## src/interval_timer_defs.svh

```systemverilog
`ifndef INTERVAL_TIMER_DEFS_SVH
`define INTERVAL_TIMER_DEFS_SVH
// register indices on the device port
`define IDX_MODE          1'b0
`define IDX_COUNT         1'b1
// mode register fields
`define MODE_RESTART_BIT  3
`define MODE_RESET        4'h0
// tap divider: divide-by 4096 tap sits at bit 11 of the prescaler
`define PRESCALE_W        12
`define TAP_BIT_4096      11
`define TAP_BIT_512       8
`define TAP_BIT_128       6
`define TAP_BIT_32        4
// reset wait runs on the divide-by 512 tap: 256 periods, 2^17 main clocks
`define RESET_WAIT_SEL    3'b001
// host register map
`define HOST_ADDR_MODE    4'h0
`define HOST_ADDR_COUNT   4'h1
`define HOST_ADDR_STATUS  4'h2
`define HOST_ADDR_MASK    4'h3
`define HOST_ADDR_CMD     4'h4
`define HOST_ADDR_STOP    4'h5
// status bits: 0 overflow seen, 1 wait released
`define ST_OVF            0
`define ST_WAKE           1
`endif

```

## src/interval_timer_pkg.sv

```systemverilog
`default_nettype none
package interval_timer_pkg;
   typedef enum logic [2:0]
   {
      ST_RUN  = 3'b001,
      ST_STOP = 3'b010,
      ST_WAIT = 3'b100
   } standby_state_t;
   typedef logic [3:0] mode_t;
   typedef logic [7:0] count_t;
endpackage
`default_nettype wire

```

## src/interval_timer_if.sv

```systemverilog
`default_nettype none
interface interval_timer_if;
   logic       reg_sel;
   logic [3:0] wdata;
   logic       wr_nibble;
   logic       set_restart;
   logic       rd;
   logic [7:0] rdata;
   logic       irq_clr;
   logic       irq_flag;
   logic       stop_req;
   logic       release_req;
   logic       cpu_halt;
   modport device
   (
      input  reg_sel, wdata, wr_nibble, set_restart, rd, irq_clr,
      input  stop_req, release_req,
      output rdata, irq_flag, cpu_halt
   );
   modport controller
   (
      output reg_sel, wdata, wr_nibble, set_restart, rd, irq_clr,
      output stop_req, release_req,
      input  rdata, irq_flag, cpu_halt
   );
endinterface
`default_nettype wire

```

## src/tap_select.sv

```systemverilog
`default_nettype none
`include "interval_timer_defs.svh"
module tap_select
   import interval_timer_pkg::*;
(
   // clock and reset
   input  wire logic                   clk_i,
   input  wire logic                   rstn_i,
   // selection
   input  wire logic [2:0]             sel_i,
   // one-cycle pulse per period of the chosen tap
   output logic                        tick_o
);
   logic [`PRESCALE_W-1:0] prescale;
   logic [`PRESCALE_W-1:0] next_prescale;
   logic [`PRESCALE_W-1:0] rising;
   logic                   next_tick;

   assign next_prescale = prescale + 12'h001;
   assign rising        = next_prescale & ~prescale;

   // free-running divider; never stops
   always_ff @(posedge clk_i or negedge rstn_i)
      if (!rstn_i)
         prescale <= 12'h000;
      else
         prescale <= next_prescale;

   always_comb
   begin
      case (sel_i)
         3'b000:                 next_tick = rising[`TAP_BIT_4096];
         3'b001, 3'b010, 3'b011: next_tick = rising[`TAP_BIT_512];
         3'b100, 3'b101, 3'b110: next_tick = rising[`TAP_BIT_128];
         default:                next_tick = rising[`TAP_BIT_32];
      endcase
   end

   always_ff @(posedge clk_i or negedge rstn_i)
      if (!rstn_i)
         tick_o <= 1'b0;
      else
         tick_o <= next_tick;
endmodule
`default_nettype wire

```

## src/interval_timer_device.sv

```systemverilog
`default_nettype none
`include "interval_timer_defs.svh"
// Contract
// - counter always counts selected tap, unstoppable
// - rollover from maximum sets interrupt flag
// - mode picks one of four divider taps
// - whole-nibble write, or restart bit alone
// - restart write clears counter and flag
// - reset clears mode, longest interval
// - 1111B selects fastest tap
// - count readable as byte, never loaded
// - software reads count twice, compares
// - software restarts periodically for watchdog use
// - after stop release, halt until overflow
// - reset wait fixed, mode independent
// - stop release wait uses mode interval
// - reset wait equals 2^17 main clocks
module interval_timer_device
   import interval_timer_pkg::*;
(
   // clock and reset
   input  wire logic      clk_i,
   input  wire logic      rstn_i,
   // link
   interval_timer_if.device lnk,
   // raw overflow pulse for the user side
   output logic           overflow_o
);
   mode_t          mode;
   count_t         counter;
   logic           tick;
   logic           ovf;
   logic           restart;
   logic           reset_wait;
   standby_state_t state;
   logic [2:0]     tap_sel;
   logic           clear_cnt;

   // restart may come from a nibble write or the single-bit set
   assign restart = (lnk.wr_nibble && lnk.reg_sel == `IDX_MODE
                     && lnk.wdata[`MODE_RESTART_BIT])
                    || lnk.set_restart;
   // a stop release restarts the count so the wait is one full interval
   assign clear_cnt = restart
                      || (state == ST_STOP && lnk.release_req);
   // during the reset wait a fixed tap is forced, whatever the mode says
   assign tap_sel = reset_wait ? `RESET_WAIT_SEL : mode[2:0];
   // a clear in the same cycle wins: no rollover really happens then
   assign ovf     = tick && counter == 8'hFF && !clear_cnt;

   tap_select u_tap
   (
      .clk_i  (clk_i),
      .rstn_i (rstn_i),
      .sel_i  (tap_sel),
      .tick_o (tick)
   );

   always_ff @(posedge clk_i or negedge rstn_i)
      if (!rstn_i)
         mode <= `MODE_RESET;
      else if (lnk.wr_nibble && lnk.reg_sel == `IDX_MODE)
         mode <= {1'b0, lnk.wdata[2:0]};
      else
         mode <= {1'b0, mode[2:0]};

   // writes never load; restart and stop release are the only clears
   always_ff @(posedge clk_i or negedge rstn_i)
      if (!rstn_i)
         counter <= 8'h00;
      else if (clear_cnt)
         counter <= 8'h00;
      else if (tick)
         counter <= counter + 8'h01;

   // restart clears the flag; overflow in the same cycle is lost since
   // the counter is cleared too and no rollover really happened
   always_ff @(posedge clk_i or negedge rstn_i)
      if (!rstn_i)
         lnk.irq_flag <= 1'b0;
      else if (restart)
         lnk.irq_flag <= 1'b0;
      else if (ovf)
         lnk.irq_flag <= 1'b1;
      else if (lnk.irq_clr)
         lnk.irq_flag <= 1'b0;

   always_ff @(posedge clk_i or negedge rstn_i)
      if (!rstn_i)
         lnk.rdata <= 8'h00;
      else if (lnk.rd)
         lnk.rdata <= (lnk.reg_sel == `IDX_COUNT) ? counter
                      : {4'h0, mode};

   always_ff @(posedge clk_i or negedge rstn_i)
      if (!rstn_i)
         overflow_o <= 1'b0;
      else
         overflow_o <= ovf;

   // reset wait: cpu halted from reset until first overflow
   always_ff @(posedge clk_i or negedge rstn_i)
      if (!rstn_i)
         reset_wait <= 1'b1;
      else if (ovf)
         reset_wait <= 1'b0;

   always_ff @(posedge clk_i or negedge rstn_i)
      if (!rstn_i)
         state <= ST_RUN;
      else
         case (state)
            ST_RUN:
               if (lnk.stop_req)
                  state <= ST_STOP;
            ST_STOP:
               if (lnk.release_req)
                  state <= ST_WAIT;
            ST_WAIT:
               if (ovf)
                  state <= ST_RUN;
            default:
               state <= ST_RUN;
         endcase

   always_ff @(posedge clk_i or negedge rstn_i)
      if (!rstn_i)
         lnk.cpu_halt <= 1'b1;
      else
         lnk.cpu_halt <= (reset_wait && !ovf)
                         || state == ST_STOP
                         || (state == ST_WAIT && !ovf);
endmodule
`default_nettype wire

```

## src/flat_wrapper.sv

```systemverilog
// flat-port wrapper written by rule: the top's interface ports become plain ports
module interval_timer_device_flat import interval_timer_pkg::*;
  (clk_i, rstn_i, overflow_o, lnk_reg_sel, lnk_wdata, lnk_wr_nibble, lnk_set_restart, lnk_rd, lnk_irq_clr, lnk_stop_req, lnk_release_req, lnk_rdata, lnk_irq_flag, lnk_cpu_halt);
  interval_timer_if lnk_i ();
  input  wire logic clk_i;
  input  wire logic rstn_i;
  output logic overflow_o;
  input wire logic [$bits(lnk_i.reg_sel)-1:0] lnk_reg_sel;
  input wire logic [$bits(lnk_i.wdata)-1:0] lnk_wdata;
  input wire logic [$bits(lnk_i.wr_nibble)-1:0] lnk_wr_nibble;
  input wire logic [$bits(lnk_i.set_restart)-1:0] lnk_set_restart;
  input wire logic [$bits(lnk_i.rd)-1:0] lnk_rd;
  input wire logic [$bits(lnk_i.irq_clr)-1:0] lnk_irq_clr;
  input wire logic [$bits(lnk_i.stop_req)-1:0] lnk_stop_req;
  input wire logic [$bits(lnk_i.release_req)-1:0] lnk_release_req;
  output wire logic [$bits(lnk_i.rdata)-1:0] lnk_rdata;
  output wire logic [$bits(lnk_i.irq_flag)-1:0] lnk_irq_flag;
  output wire logic [$bits(lnk_i.cpu_halt)-1:0] lnk_cpu_halt;
  assign lnk_i.reg_sel = lnk_reg_sel;
  assign lnk_i.wdata = lnk_wdata;
  assign lnk_i.wr_nibble = lnk_wr_nibble;
  assign lnk_i.set_restart = lnk_set_restart;
  assign lnk_i.rd = lnk_rd;
  assign lnk_i.irq_clr = lnk_irq_clr;
  assign lnk_i.stop_req = lnk_stop_req;
  assign lnk_i.release_req = lnk_release_req;
  assign lnk_rdata = lnk_i.rdata;
  assign lnk_irq_flag = lnk_i.irq_flag;
  assign lnk_cpu_halt = lnk_i.cpu_halt;
  interval_timer_device u_core (.clk_i(clk_i), .rstn_i(rstn_i), .lnk(lnk_i), .overflow_o(overflow_o));
endmodule
```

## config.mk

```make
export PLATFORM = sky130hd
export DESIGN_NAME = interval_timer_device_flat
export DESIGN_NICKNAME = d
export VERILOG_FILES = /design/src/interval_timer_pkg.sv /design/src/interval_timer_if.sv /design/src/tap_select.sv /design/src/interval_timer_device.sv /design/src/flat_wrapper.sv
export VERILOG_INCLUDE_DIRS = /design/src
export SDC_FILE = /design/constraint.sdc
export NUM_CORES = 1
export LEC_CHECK = 0
export ABC_AREA = 1
export BUFFER_PORTS_ARGS = -buffer_cell sky130_fd_sc_hd__buf_2
export CAP_MARGIN = 15
export CORE_UTILIZATION = 25
export DETAILED_ROUTE_END_ITERATION = 16
export PLACE_DENSITY = 0.53
export SYNTH_ARGS = -nofsm -noshare
export SYNTH_HDL_FRONTEND = slang
export SYNTH_HIERARCHICAL = 1
export SYNTH_SLANG_ARGS = --single-unit
```

## constraint.sdc

```tcl
create_clock -name clk_i -period 2.27 [get_ports clk_i]
set_input_delay 0.1135 -clock clk_i [delete_from_list [all_inputs] [get_ports clk_i]]
set_output_delay 0.1135 -clock clk_i [all_outputs]
set_load 0.005 [all_outputs]
```

==> impl_results.md, run 1 <==
* Run status: finished, final reports clean
* Overall Global Routing Usage at 0.0976
* FF+latch count, synth at 39
* Setup repair bufs after CTS at 0
* Clock Sinks at 39
* Compound-Gate Fraction of Synth Area at 0.0662
* Vias in the first global route at 1422
* # diodes at 0
* Most used cell, CP: ha_1
* CP max FO at 5
* Ranking of synthesized cells by area: dfrtp_1 47%, nand2_1 8.4%, inv_1 7.2%
* Worst Hold Path EP: u_core/state[0]
* Commonest cells after routing, fill and taps aside: 43 x nand2_1, 37 x inv_1, 36 x dfrtp_1
* Slew HR at 0.424
* Pre-Repair DR Iteration Count at 4
* CP max stage cell: dfrtp_1
* Unrepaired setup endpoints after global routing: false
* Synth Area in Adders at 0.0389
* Crit Path Category: reg2reg
* Top_reg_cell synth: dfrtp_1
* Final Total Pwr at 1.63 mW
* Mux cell area share after synthesis at 0.0110
* Drt drc at 0
* Critical Path RT at 2500 ps
* R2r worst-path depth at 8
* Drt wl/cell at 10.1 um
* Post-Route WL at 3520 um
* WHS Path Cells at 3
* Total die area at 8070 um^2
* Worst-Margin Slew at 864 ps
* Sequential fraction of the synthesis area at 0.508
* RePlAce Congestion at 0.759
* Synth Net Count at 241
* Wire length of the first global-routing pass at 6390 um
* Critical path cell sequence: ha_1 -> nand3_1 -> nor2_1 -> ha_1 -> inv_1 -> a21oi_1 -> o21ai_0 -> nand2_1
* Fmax at 698 MHz
* Worst EP arrival at 1660 ps
* Post-detail-place hpwl at 2710 um
* Root Buffer: clkbuf_8
* Xor-xnor portion of the synthesized cell area at 0.0136
* Die H at 89.8 um
* # port buffers at 23
* Final setup TNS at 0 ps
* Post-route cell area at 2270 um^2
* Starting Density at 0.262
* Post-synthesis cell count at 222
* PostCTS Resize Cnt at 0
* Total gr overflow at 0
* TritonCTS clock tree: yes
* Site row count at 31
* Number of synthesized flops with an enable pin at 0
* Synthesis-to-finish area growth at 17.7%
* Simple-gate share of the synthesized area at 0.268
* Mapped cell area at 1930 um^2
* CTS max path bufs at 2
* Pin count of the biggest net entering global routing at 40
* Synth warnings at 6
* Power Dens Cells at 720 nW/um^2
* Insertion delay to the later sink of the worst-skew pair at 290 ps
* Tmin final at 1430 ps
* Hold Worst Slack at 57.4 ps
* Post-CTS Hold Fix Bufs at 1
* Leakage Power at 1.16 nW
* Nets at 268
* CP Capture Type: flop
* VDD IR-drop max at 0.000240 V
* Final setup violating endpoints at 0
* Max Slew Vio Count at 0
* Largest family of logic cells by synthesized area: simple AND/OR/NAND/NOR gates
* Core area at 7370 um^2
* Layout fillers at 785
* Share of cells above drive strength 1 at 0.216
* Distinct cells, synth at 33
* Async S/R FF share, synth at 1.00
* Reg-to-reg endpoint: u_core/u_tap/tick_o
* Clk pin slew, worst setup/hold paths at 80 ps
* Max incr delay on CP at 430 ps
* Final period utilization at 0.631
* IO Pins at 24
* CP startpoint kind: flop
* Commonest non-fill, non-tap cell in the layout: nand2_1
* Final Hold Vio Count at 0
* HP Class: in2reg
* Post-Place Cell Area at 2140 um^2
* H-tree Lvls at 2
* Die width at 89.8 um
* Setup Skew at 8.43 ps
* HP Start: lnk_stop_req
* Origin of the critical flop-to-flop path: u_core/u_tap/prescale[0]
* Synth area leader: dfrtp_1
* Total number of vias at 1428
* PnR worst setup slack at 837 ps
* Syn_area_per_cell at 8.69 um^2
* Initial antenna violation count at 0
* Maxcap violations at 0
* R2r setup slk at 840 ps
* Post-route ant nets at 0
* Setup WS pre-CTS at 835 ps
* Initial DRC Count at 64
* Vias per cell at 4.09
* Post-synth top area share at 0.467
* Num CTS Buffers at 5
-- routing by layer --
metal	track usage	up-vias	part of all wire
met5	0	-	0
met2	0.156	25	0.46
met4	0.0369	0	0.011
met3	0.0279	5	0.038
met1	0.124	643	0.49
li1	-	755	-
-- how the worst max path moves through the flow --
stage                           to  cells past startpoint                     start
4_1_cts        u_core/u_tap/tick_o                      8  u_core/u_tap/prescale[0]
2_1_floorplan  u_core/u_tap/tick_o                      6  u_core/u_tap/prescale[0]
3_5_place_dp   u_core/u_tap/tick_o                      8  u_core/u_tap/prescale[0]
5_1_grt        u_core/u_tap/tick_o                      8  u_core/u_tap/prescale[0]
6_report       u_core/u_tap/tick_o                      8  u_core/u_tap/prescale[0]
3_3_place_gp   u_core/u_tap/tick_o                      8  u_core/u_tap/prescale[0]
-- worst max-delay path, delay by kind of cell, from the launching register on --
| kind | cells | cell delay [ps] |
|---|---|---|
| compound gates | 2 | 200 |
| fa+ha+maj | 2 | 410 |
| buf+inv | 1 | 40 |
| flops | 1 | 430 |
| simple gates | 3 | 320 |
-- cells in the mapped netlist, types with 2 or more instances --
master	number
nand3_1	16
a31oi_1	4
dfstp_2	3
inv_2	3
ha_1	6
a21oi_1	7
nor2_1	21
nor3_1	4
nor2_4	3
o21ai_0	9
nand2_1	43
nand2_2	4
or2_2	2
inv_1	37
buf_2	2
xor2_1	3
nand4_1	4
dfrtp_1	36
-- cells by family after synthesis --
group,count (synthesis)
adder cells (fa/ha/maj),6
buffers and inverters,45
XOR/XNOR,3
multiplexers,2
AND/OR/NAND/NOR,104
AO/OA/AOI/OAI,23
flip-flops,39
-- metrics by stage --
| step | utilization | cells |
|---|---|---|
| after CTS | 0.308 | 349 |
| after floorplan | - | 222 |
| after global placement | 0.291 | 340 |
| after detailed placement | 0.291 | 340 |
| final | 0.308 | 349 |
| after global routing | 0.308 | 349 |
-- sequential cells by signal, indices dropped and copies added, names as in the netlist, 3 cells and up --
signal,count
u_core/lnk.rdata,8
u_core/counter,8
u_core/mode,3
u_core/state,3
u_core/u_tap/prescale,12
-- area by class of cell --
| class | instances | area [um^2] | share of cell area |
|---|---|---|---|
| clock buffer | 6 | 82.6 | 0.0364 |
| multi-input combinational | 138 | 767 | 0.338 |
| tap | 99 | 124 | 0.0546 |
| inverter | 41 | 156 | 0.0689 |
| timing repair buffer | 24 | 125 | 0.0551 |
| sequential | 39 | 980 | 0.432 |
| clock inverter | 2 | 35.0 | 0.0154 |
-- power breakdown --
part / total [mW] / internal, mW / leakage, nW / switching, mW
logic: 0.245 / 0.0924 / 0.598 / 0.153
registers: 0.796 / 0.761 / 0.502 / 0.0354
clock network: 0.592 / 0.356 / 0.0612 / 0.237
Power figures use the tool's default switching activity.
==> inputs of run 2 (changes only) <==
- PLACE_DENSITY: 0.53 -> 0.54
- clock period: 2.27 -> 1.3 ns (I/O delays scaled with it)
==> run 2 against run 1 <==
Flip-flop and latch count unchanged; first-iteration DRC count up 7.8%; fmax increased by 10%; clock skew increased by 7.3 ps; non-clock buffer count up 34; hold slack got worse by 41 ps; power increased by 97%; clock power grew 100%; via count grew 15%; sequential share of layout area down 6.0 points; final cell count is 9.7% higher; critical endpoint unchanged; routed wire length up 20%.
==> impl_results.md, run 2 (same netlist as run 1, synthesis figures left out) <==
* CP Buf/Inv Count at 1 (unchanged)
* Final core occ at 0.358 (+0.0496)
* Reg-to-reg endpoint: u_core/u_tap/tick_o
* Wire length of the first global-routing pass at 7120 um (+11%)
* Flip-flop and latch area at 980 um^2 (unchanged)
* Critical path cell sequence: ha_2 -> nand3_2 -> inv_1 -> ha_1 -> o21ai_0 -> nand2_1
* Fmax at 771 MHz (+10%)
* HP Class: in2reg
* CP max stage cell: dfrtp_1
* Final setup violating endpoints at 0 (unchanged)
* Total number of vias at 1639 (+15%)
* Max incr delay on CP at 400 ps (-30 ps)
* Die width at 89.8 um (unchanged)
* Worst setup path startpoint: u_core/u_tap/prescale[0]
* PnR worst setup slack at 2.16 ps (-835 ps)
* Largest register FFs at 12 (unchanged)
* Commonest non-fill, non-tap cell in the layout: nand2_1
* VDD IR-drop max at 0.000639 V (+170%)
* Starting Density at 0.262 (unchanged)
* IO Pins at 24 (unchanged)
* Final setup TNS at 0 ps (unchanged)
* H-tree Lvls at 2 (unchanged)
* CP startpoint kind: flop
* Biggest regs: u_core/u_tap/prescale (12), u_core/counter (8), u_core/lnk.rdata (8)
* TritonCTS clock tree: yes
* Critical Path RT at 1480 ps (-1020 ps)
* Unrepaired setup endpoints after global routing: true
* Vias per cell at 4.28 (+4.6%)
* Pre-Repair DR Iteration Count at 5 (+1)
* R2r worst-path depth at 6 (-2)
* Pin count of the biggest net entering global routing at 17 (-57%)
* Worst-Margin Slew at 363 ps (-502 ps)
* CP Capture Type: flop
* Slew HR at 0.758 (+0.335)
* Stages on worst setup path at 6 (-2)
* Final Total Pwr at 3.21 mW (+97%)
* Total die area at 8070 um^2 (unchanged)
* # port buffers at 23 (unchanged)
* Setup WS pre-CTS at -40.2 ps (-875 ps)
* Worst EP arrival at 1480 ps (-180 ps)
* Clk pin slew, worst setup/hold paths at 80 ps (about the same)
* Setup Skew at 15.7 ps (+7.28 ps)
* Insertion delay to the later sink of the worst-skew pair at 300 ps (about the same)
* Post-detail-place hpwl at 3140 um (+16%)
* Post-Route WL at 4210 um (+20%)
* Die H at 89.8 um (unchanged)
* Root Buffer: clkbuf_8
* CTS max path bufs at 2 (unchanged)
* Layout fillers at 783 (-0.25%)
* # diodes at 0 (unchanged)
* Area occupied by multi-input gates at 842 um^2 (+9.8%)
* Most flops, register: u_core/u_tap/prescale
* Site row count at 31 (unchanged)
* CP max FO at 3 (-2)
* Drt drc at 0 (unchanged)
* Num CTS Buffers at 5 (unchanged)
* Clock Sinks at 39 (unchanged)
* Worst Setup EP: u_core/u_tap/tick_o
* Run status: finished, final reports clean
* Crit Path Category: reg2reg
* Initial antenna violation count at 0 (unchanged)
* R2r setup slk at 2 ps (-830 ps)
* Nets at 302 (+13%)
* Max Slew Vio Count at 0 (unchanged)
* Total gr overflow at 0 (unchanged)
* Vias in the first global route at 1621 (+14%)
* Post-route ant nets at 0 (unchanged)
* Tmin final at 1300 ps (-135 ps)
* Commonest cells after routing, fill and taps aside: 40 x nand2_1, 36 x dfrtp_1, 35 x inv_1
* Maxcap violations at 0 (unchanged)
* Share of cells above drive strength 1 at 0.366 (+0.150)
* Initial DRC Count at 69 (+7.8%)
* Power Dens Cells at 1220 nW/um^2 (+70%)
* Delay-heaviest family, CP: flip-flops
* Hold Worst Slack at 16.0 ps (-41.4 ps)
* Synthesis-to-finish area growth at 36.7%
* Origin of the critical flop-to-flop path: u_core/u_tap/prescale[0]
* Core area at 7370 um^2 (unchanged)
* Drt wl/cell at 11.0 um (+9.2%)
* Overall Global Routing Usage at 0.110 (+0.0120)
* Final Hold Vio Count at 0 (unchanged)
* RePlAce Congestion at 0.822 (+8.3%)
* Final period utilization at 0.998 (+0.367)
* Leakage Power at 1.34 nW (+16%)
==> run 2: cell types whose count changed in the layout (fill, tap and decap cells not counted), sizes merged <==
cell / previous run / this run
bufinv: 1 / 2
clkinv: 1 / 0
dlygate4sd3: 1 / 3
buf: 23 / 55
==> run 2: timing repair <==
action                                  CTS  global route
resized for setup                         2            21
endpoints found under the setup margin    4            15
endpoints found under the hold margin    16             0
pin swaps                                 0             7
hold buffers                              3             0
buffers inserted                          1             9
==> run 2: through the flow <==
| stage | area [um^2] | cells |
|---|---|---|
| 2_1_floorplan | 1940 | 222 |
| 3_3_place_gp | 2330 | 363 |
| 3_5_place_dp | 2330 | 363 |
| 4_1_cts | 2520 | 375 |
| 5_1_grt | 2640 | 383 |
| 6_report | 2640 | 383 |
==> run 2: tightest hold or removal path, stage by stage <==
cell     delay (ps)
buf_2            80
nor2_1           30
nand2_1          60
nand2_1          50
==> run 2: area by class of cell <==
cell class                 count  area share
tap                           99      0.0470
timing repair buffer          58       0.151
clock buffer                   6      0.0275
inverter                      41      0.0603
multi-input combinational    138       0.320
sequential                    39       0.372
clock inverter                 2      0.0228
==> run 2: how the worst min path moves through the flow <==
stage / slack, ps / start / depth (start not counted) / to
3_5_place_dp: 9 / rstn_i / 1 / u_core/lnk.rdata[5]
2_1_floorplan: -230 / rstn_i / 0 / u_core/counter[0]
3_3_place_gp: -0.6 / rstn_i / 1 / u_core/lnk.rdata[4]
4_1_cts: 4 / lnk_irq_clr / 4 / u_core/lnk.irq_flag
6_report: 20 / lnk_irq_clr / 4 / u_core/lnk.irq_flag
5_1_grt: 40 / lnk_wdata[2] / 3 / u_core/mode[2]
==> run 2: metal layers <==
metal / up-vias / global-route usage / routed length, um
li1: 827 / - / -
met1: 774 / 0.139 / 1990
met2: 33 / 0.185 / 2010
met3: 5 / 0.0262 / 176
met4: 0 / 0.0314 / 38
met5: - / 0 / 0
==> run 2: where the power goes <==
part	switching, mW	internal [mW]	total (mW)
combinational	0.326	0.282	0.608
sequential	0.0682	1.33	1.40
clock	0.443	0.768	1.21
total	0.837	2.38	3.21
==> inputs of run 3 (changes only) <==
- ABC_AREA: 1 -> default
- PLACE_DENSITY: 0.54 -> 0.55
==> run 3 against run 2 <==
Register-to-register slack got worse by 50 ps; die area fell by 7.9%; hold slack got worse by 0.93 ps; clock skew fell by 5.8 ps; area after synthesis fell by 8.0%; clock power fell by 26%; design area fell by 8.3%; flip-flop and latch count did not move; critical path depth fell by 2; utilization fell by 0.37 points; the flow now finishes with violations (setup timing); final cell count fell by 17%; highest routed layer unchanged.
==> impl_results.md, run 3 <==
* Run status: finished with violations
* Failing checks: setup timing
* Total die area at 7430 um^2 (-7.9%)
* CP Buf/Inv Count at 0 (-1)
* Die width at 86.2 um (-4.0%)
* CP startpoint kind: flop
* Clock network power share at 0.343 (-0.034)
* Distinct cells, synth at 31 (-6.1%)
* Post-synthesis cell count at 160 (-28%)
* Crit Path Category: reg2reg
* Final setup TNS at -408 ps (-408 ps)
* Sequential fraction of the synthesis area at 0.553 (+0.0445)
* Total number of vias at 1306 (-20%)
* Share of cells above drive strength 1 at 0.378 (+0.0122)
* Post-synth top area share at 0.508 (+0.0409)
* H-tree Lvls at 2 (unchanged)
* Pre-Repair DR Iteration Count at 4 (-1)
* Vias per cell at 4.11 (-4.0%)
* Most flops, register: u_core/u_tap/prescale
* Final period utilization at 1.04 (+0.0414)
* Post-route ant nets at 0 (unchanged)
* Vias in the first global route at 1287 (-21%)
* Final core occ at 0.354 (-0.00371)
* Ranking of synthesized cells by area: dfrtp_1 51%, dfstp_2 4.4%, ha_1 4.2%
* CP max FO at 4 (+1)
* Drt wl/cell at 11.1 um (+1.2%)
* IO Pins at 24 (unchanged)
* Num CTS Buffers at 5 (unchanged)
* Synth area leader: dfrtp_1
* Post-detail-place hpwl at 2530 um (-19%)
* Starting Density at 0.260 (-0.00211)
* Origin of the critical flop-to-flop path: u_core/state[0]
* Total gr overflow at 0 (unchanged)
* Setup Skew at 9.91 ps (-5.80 ps)
* Die H at 86.2 um (-4.0%)
* Top cells by count, synth: 36 x dfrtp_1, 18 x nor2_1, 15 x inv_1
* Fmax at 740 MHz (-4.0%)
* TritonCTS clock tree: yes
* PnR worst setup slack at -51.6 ps (-53.8 ps)
* Initial DRC Count at 69 (unchanged)
* Combinational share of power at 0.140 (-0.049)
* Sequential power share at 0.516 (+0.082)
* Clk pin slew, worst setup/hold paths at 70 ps (about the same)
* Critical Path RT at 1530 ps (+50 ps)
* Wire length of the first global-routing pass at 5870 um (-18%)
* Syn_area_per_cell at 11.1 um^2 (+28%)
* # port buffers at 23 (unchanged)
* Max incr delay on CP at 550 ps (+150 ps)
* Nets at 240 (-21%)
* Leakage Power at 1.22 nW (-9.4%)
* Int Pwr at 1.97 mW (-17%)
* FF+latch count, synth at 39 (unchanged)
* Clock Sinks at 39 (unchanged)
* HP Class: in2reg
* Final setup violating endpoints at 12 (+12)
* Tmin final at 1350 ps (+53.8 ps)
* Synth Net Count at 179 (-26%)
* Pin count of the biggest net entering global routing at 40 (+23)
* Worst-Margin Slew at 273 ps (-90.1 ps)
* CP Capture Type: flop
* Initial antenna violation count at 0 (unchanged)
* # diodes at 0 (unchanged)
* Unrepaired setup endpoints after global routing: true
* Worst setup path startpoint: u_core/state[0]
* CP max stage cell: dfstp_2
* Root Buffer: clkbuf_8
* Worst EP arrival at 1580 ps (+100 ps)
* Slew HR at 0.816 (+0.0575)
* Most frequent cell after synthesis: dfrtp_1
* Number of synthesized flops with an enable pin at 0 (unchanged)
* Post-Route WL at 3540 um (-16%)
* Commonest non-fill, non-tap cell in the layout: dfrtp_1
* VDD IR-drop max at 0.000422 V (-34%)
* Core area at 6830 um^2 (-7.3%)
* Maxcap violations at 0 (unchanged)
* Commonest cells after routing, fill and taps aside: 36 x dfrtp_1, 32 x buf_4, 23 x buf_2
* Biggest regs: u_core/u_tap/prescale (12), u_core/counter (8), u_core/lnk.rdata (8)
* Largest register FFs at 12 (unchanged)
* Synthesis-to-finish area growth at 36.3%
* Critical path cell sequence: nor4bb_2 -> a211o_1 -> o211ai_4 -> o211a_1
* Sw frac at 0.243 (-0.0176)
* R2r setup slk at -50 ps (-50 ps)
* Mapped cell area at 1770 um^2 (-8.0%)
* Psw at 633 uW (-24%)
* Drt drc at 0 (unchanged)
* Overall Global Routing Usage at 0.104 (-0.00566)
* Site row count at 30 (-3.2%)
* Final Hold Vio Count at 0 (unchanged)
* CTS max path bufs at 2 (unchanged)
* Synth warnings at 6 (unchanged)
* HP Start: lnk_wdata[0]
* Delay-heaviest family, CP: compound AO/OA/AOI/OAI gates
* RePlAce Congestion at 0.775 (-5.8%)
* Power Dens Cells at 1080 nW/um^2 (-12%)
* Top_reg_cell synth: dfrtp_1
* Max Slew Vio Count at 0 (unchanged)
* Async S/R FF share, synth at 1.00 (unchanged)
* Insertion delay to the later sink of the worst-skew pair at 300 ps (about the same)
[run 3: cells by family after synthesis]
| group | synth area share |
|---|---|
| simple gates | 0.181 |
| flops | 0.553 |
| buf+inv | 0.0452 |
| compound gates | 0.0557 |
| xor+xnor | 0.0642 |
| mux | 0.0586 |
| fa+ha+maj | 0.0423 |
[run 3: power by group through the flow]
stage / Combinational (mW) / Clock (mW) / Sequential (mW)
global route: 0.411 / 0.983 / 1.36
finish: 0.366 / 0.895 / 1.35
floorplan: 0.176 / 0 / 1.37
global placement: 0.346 / 0 / 1.36
detailed placement: 0.350 / 0 / 1.37
CTS: 0.361 / 0.932 / 1.35
[run 3: per-layer routing]
metal / global-route usage / wire length (um) / vias to the layer above
li1: - / - / 661
met1: 0.121 / 1590 / 618
met2: 0.175 / 1750 / 19
met3: 0.0286 / 119 / 8
met4: 0.0545 / 72 / 0
met5: 0 / 0 / -
[run 3: path summary, 6_finish.rpt]
path | endpoint | cells after the start
worst max-delay path | u_core/state[0] | 4
worst min-delay path | u_core/mode[0] | 2
worst max register to register | u_core/state[0] | 4
worst min register to register | u_core/u_tap/prescale[9] | 1
max in group asynchronous | u_core/state[0] | 3
min in group asynchronous | u_core/counter[7] | 3
[run 3: through the flow]
step           hold WS [ps]  cells  total power, mW  worst slack (ps)  instance area (um^2)
5_1_grt                9.54    318             2.75              -136                  2420
2_1_floorplan          -231    160             1.54             -53.7                  1790
3_3_place_gp           49.8    305             1.71             -49.1                  2240
6_report               15.0    318             2.61             -51.6                  2420
3_5_place_dp           51.6    305             1.71             -72.6                  2240
4_1_cts                1.83    317             2.64             -70.6                  2400
[run 3: area by class of cell]
type / instances / area [um^2]
sequential: 39 / 980
fill: 696 / 4410
timing repair buffer: 58 / 395
inverter: 15 / 56.3
tap: 96 / 120
multi-input combinational: 102 / 766
clock buffer: 8 / 100
[run 3: repair_timing]
item,CTS,global route
gates resized for setup,6,1
endpoints found under the setup margin,14,14
hold buffers,2,0
hold endpoints to repair,40,0
buffers inserted,2,1
pin swaps,9,5
[run 3: worst register-to-register path, delay by kind of cell (launching register included)]
| family | cells | cell delay (ps) |
|---|---|---|
| AND/OR/NAND/NOR | 1 | 50 |
| AO/OA/AOI/OAI | 3 | 690 |
| flip-flops | 1 | 550 |
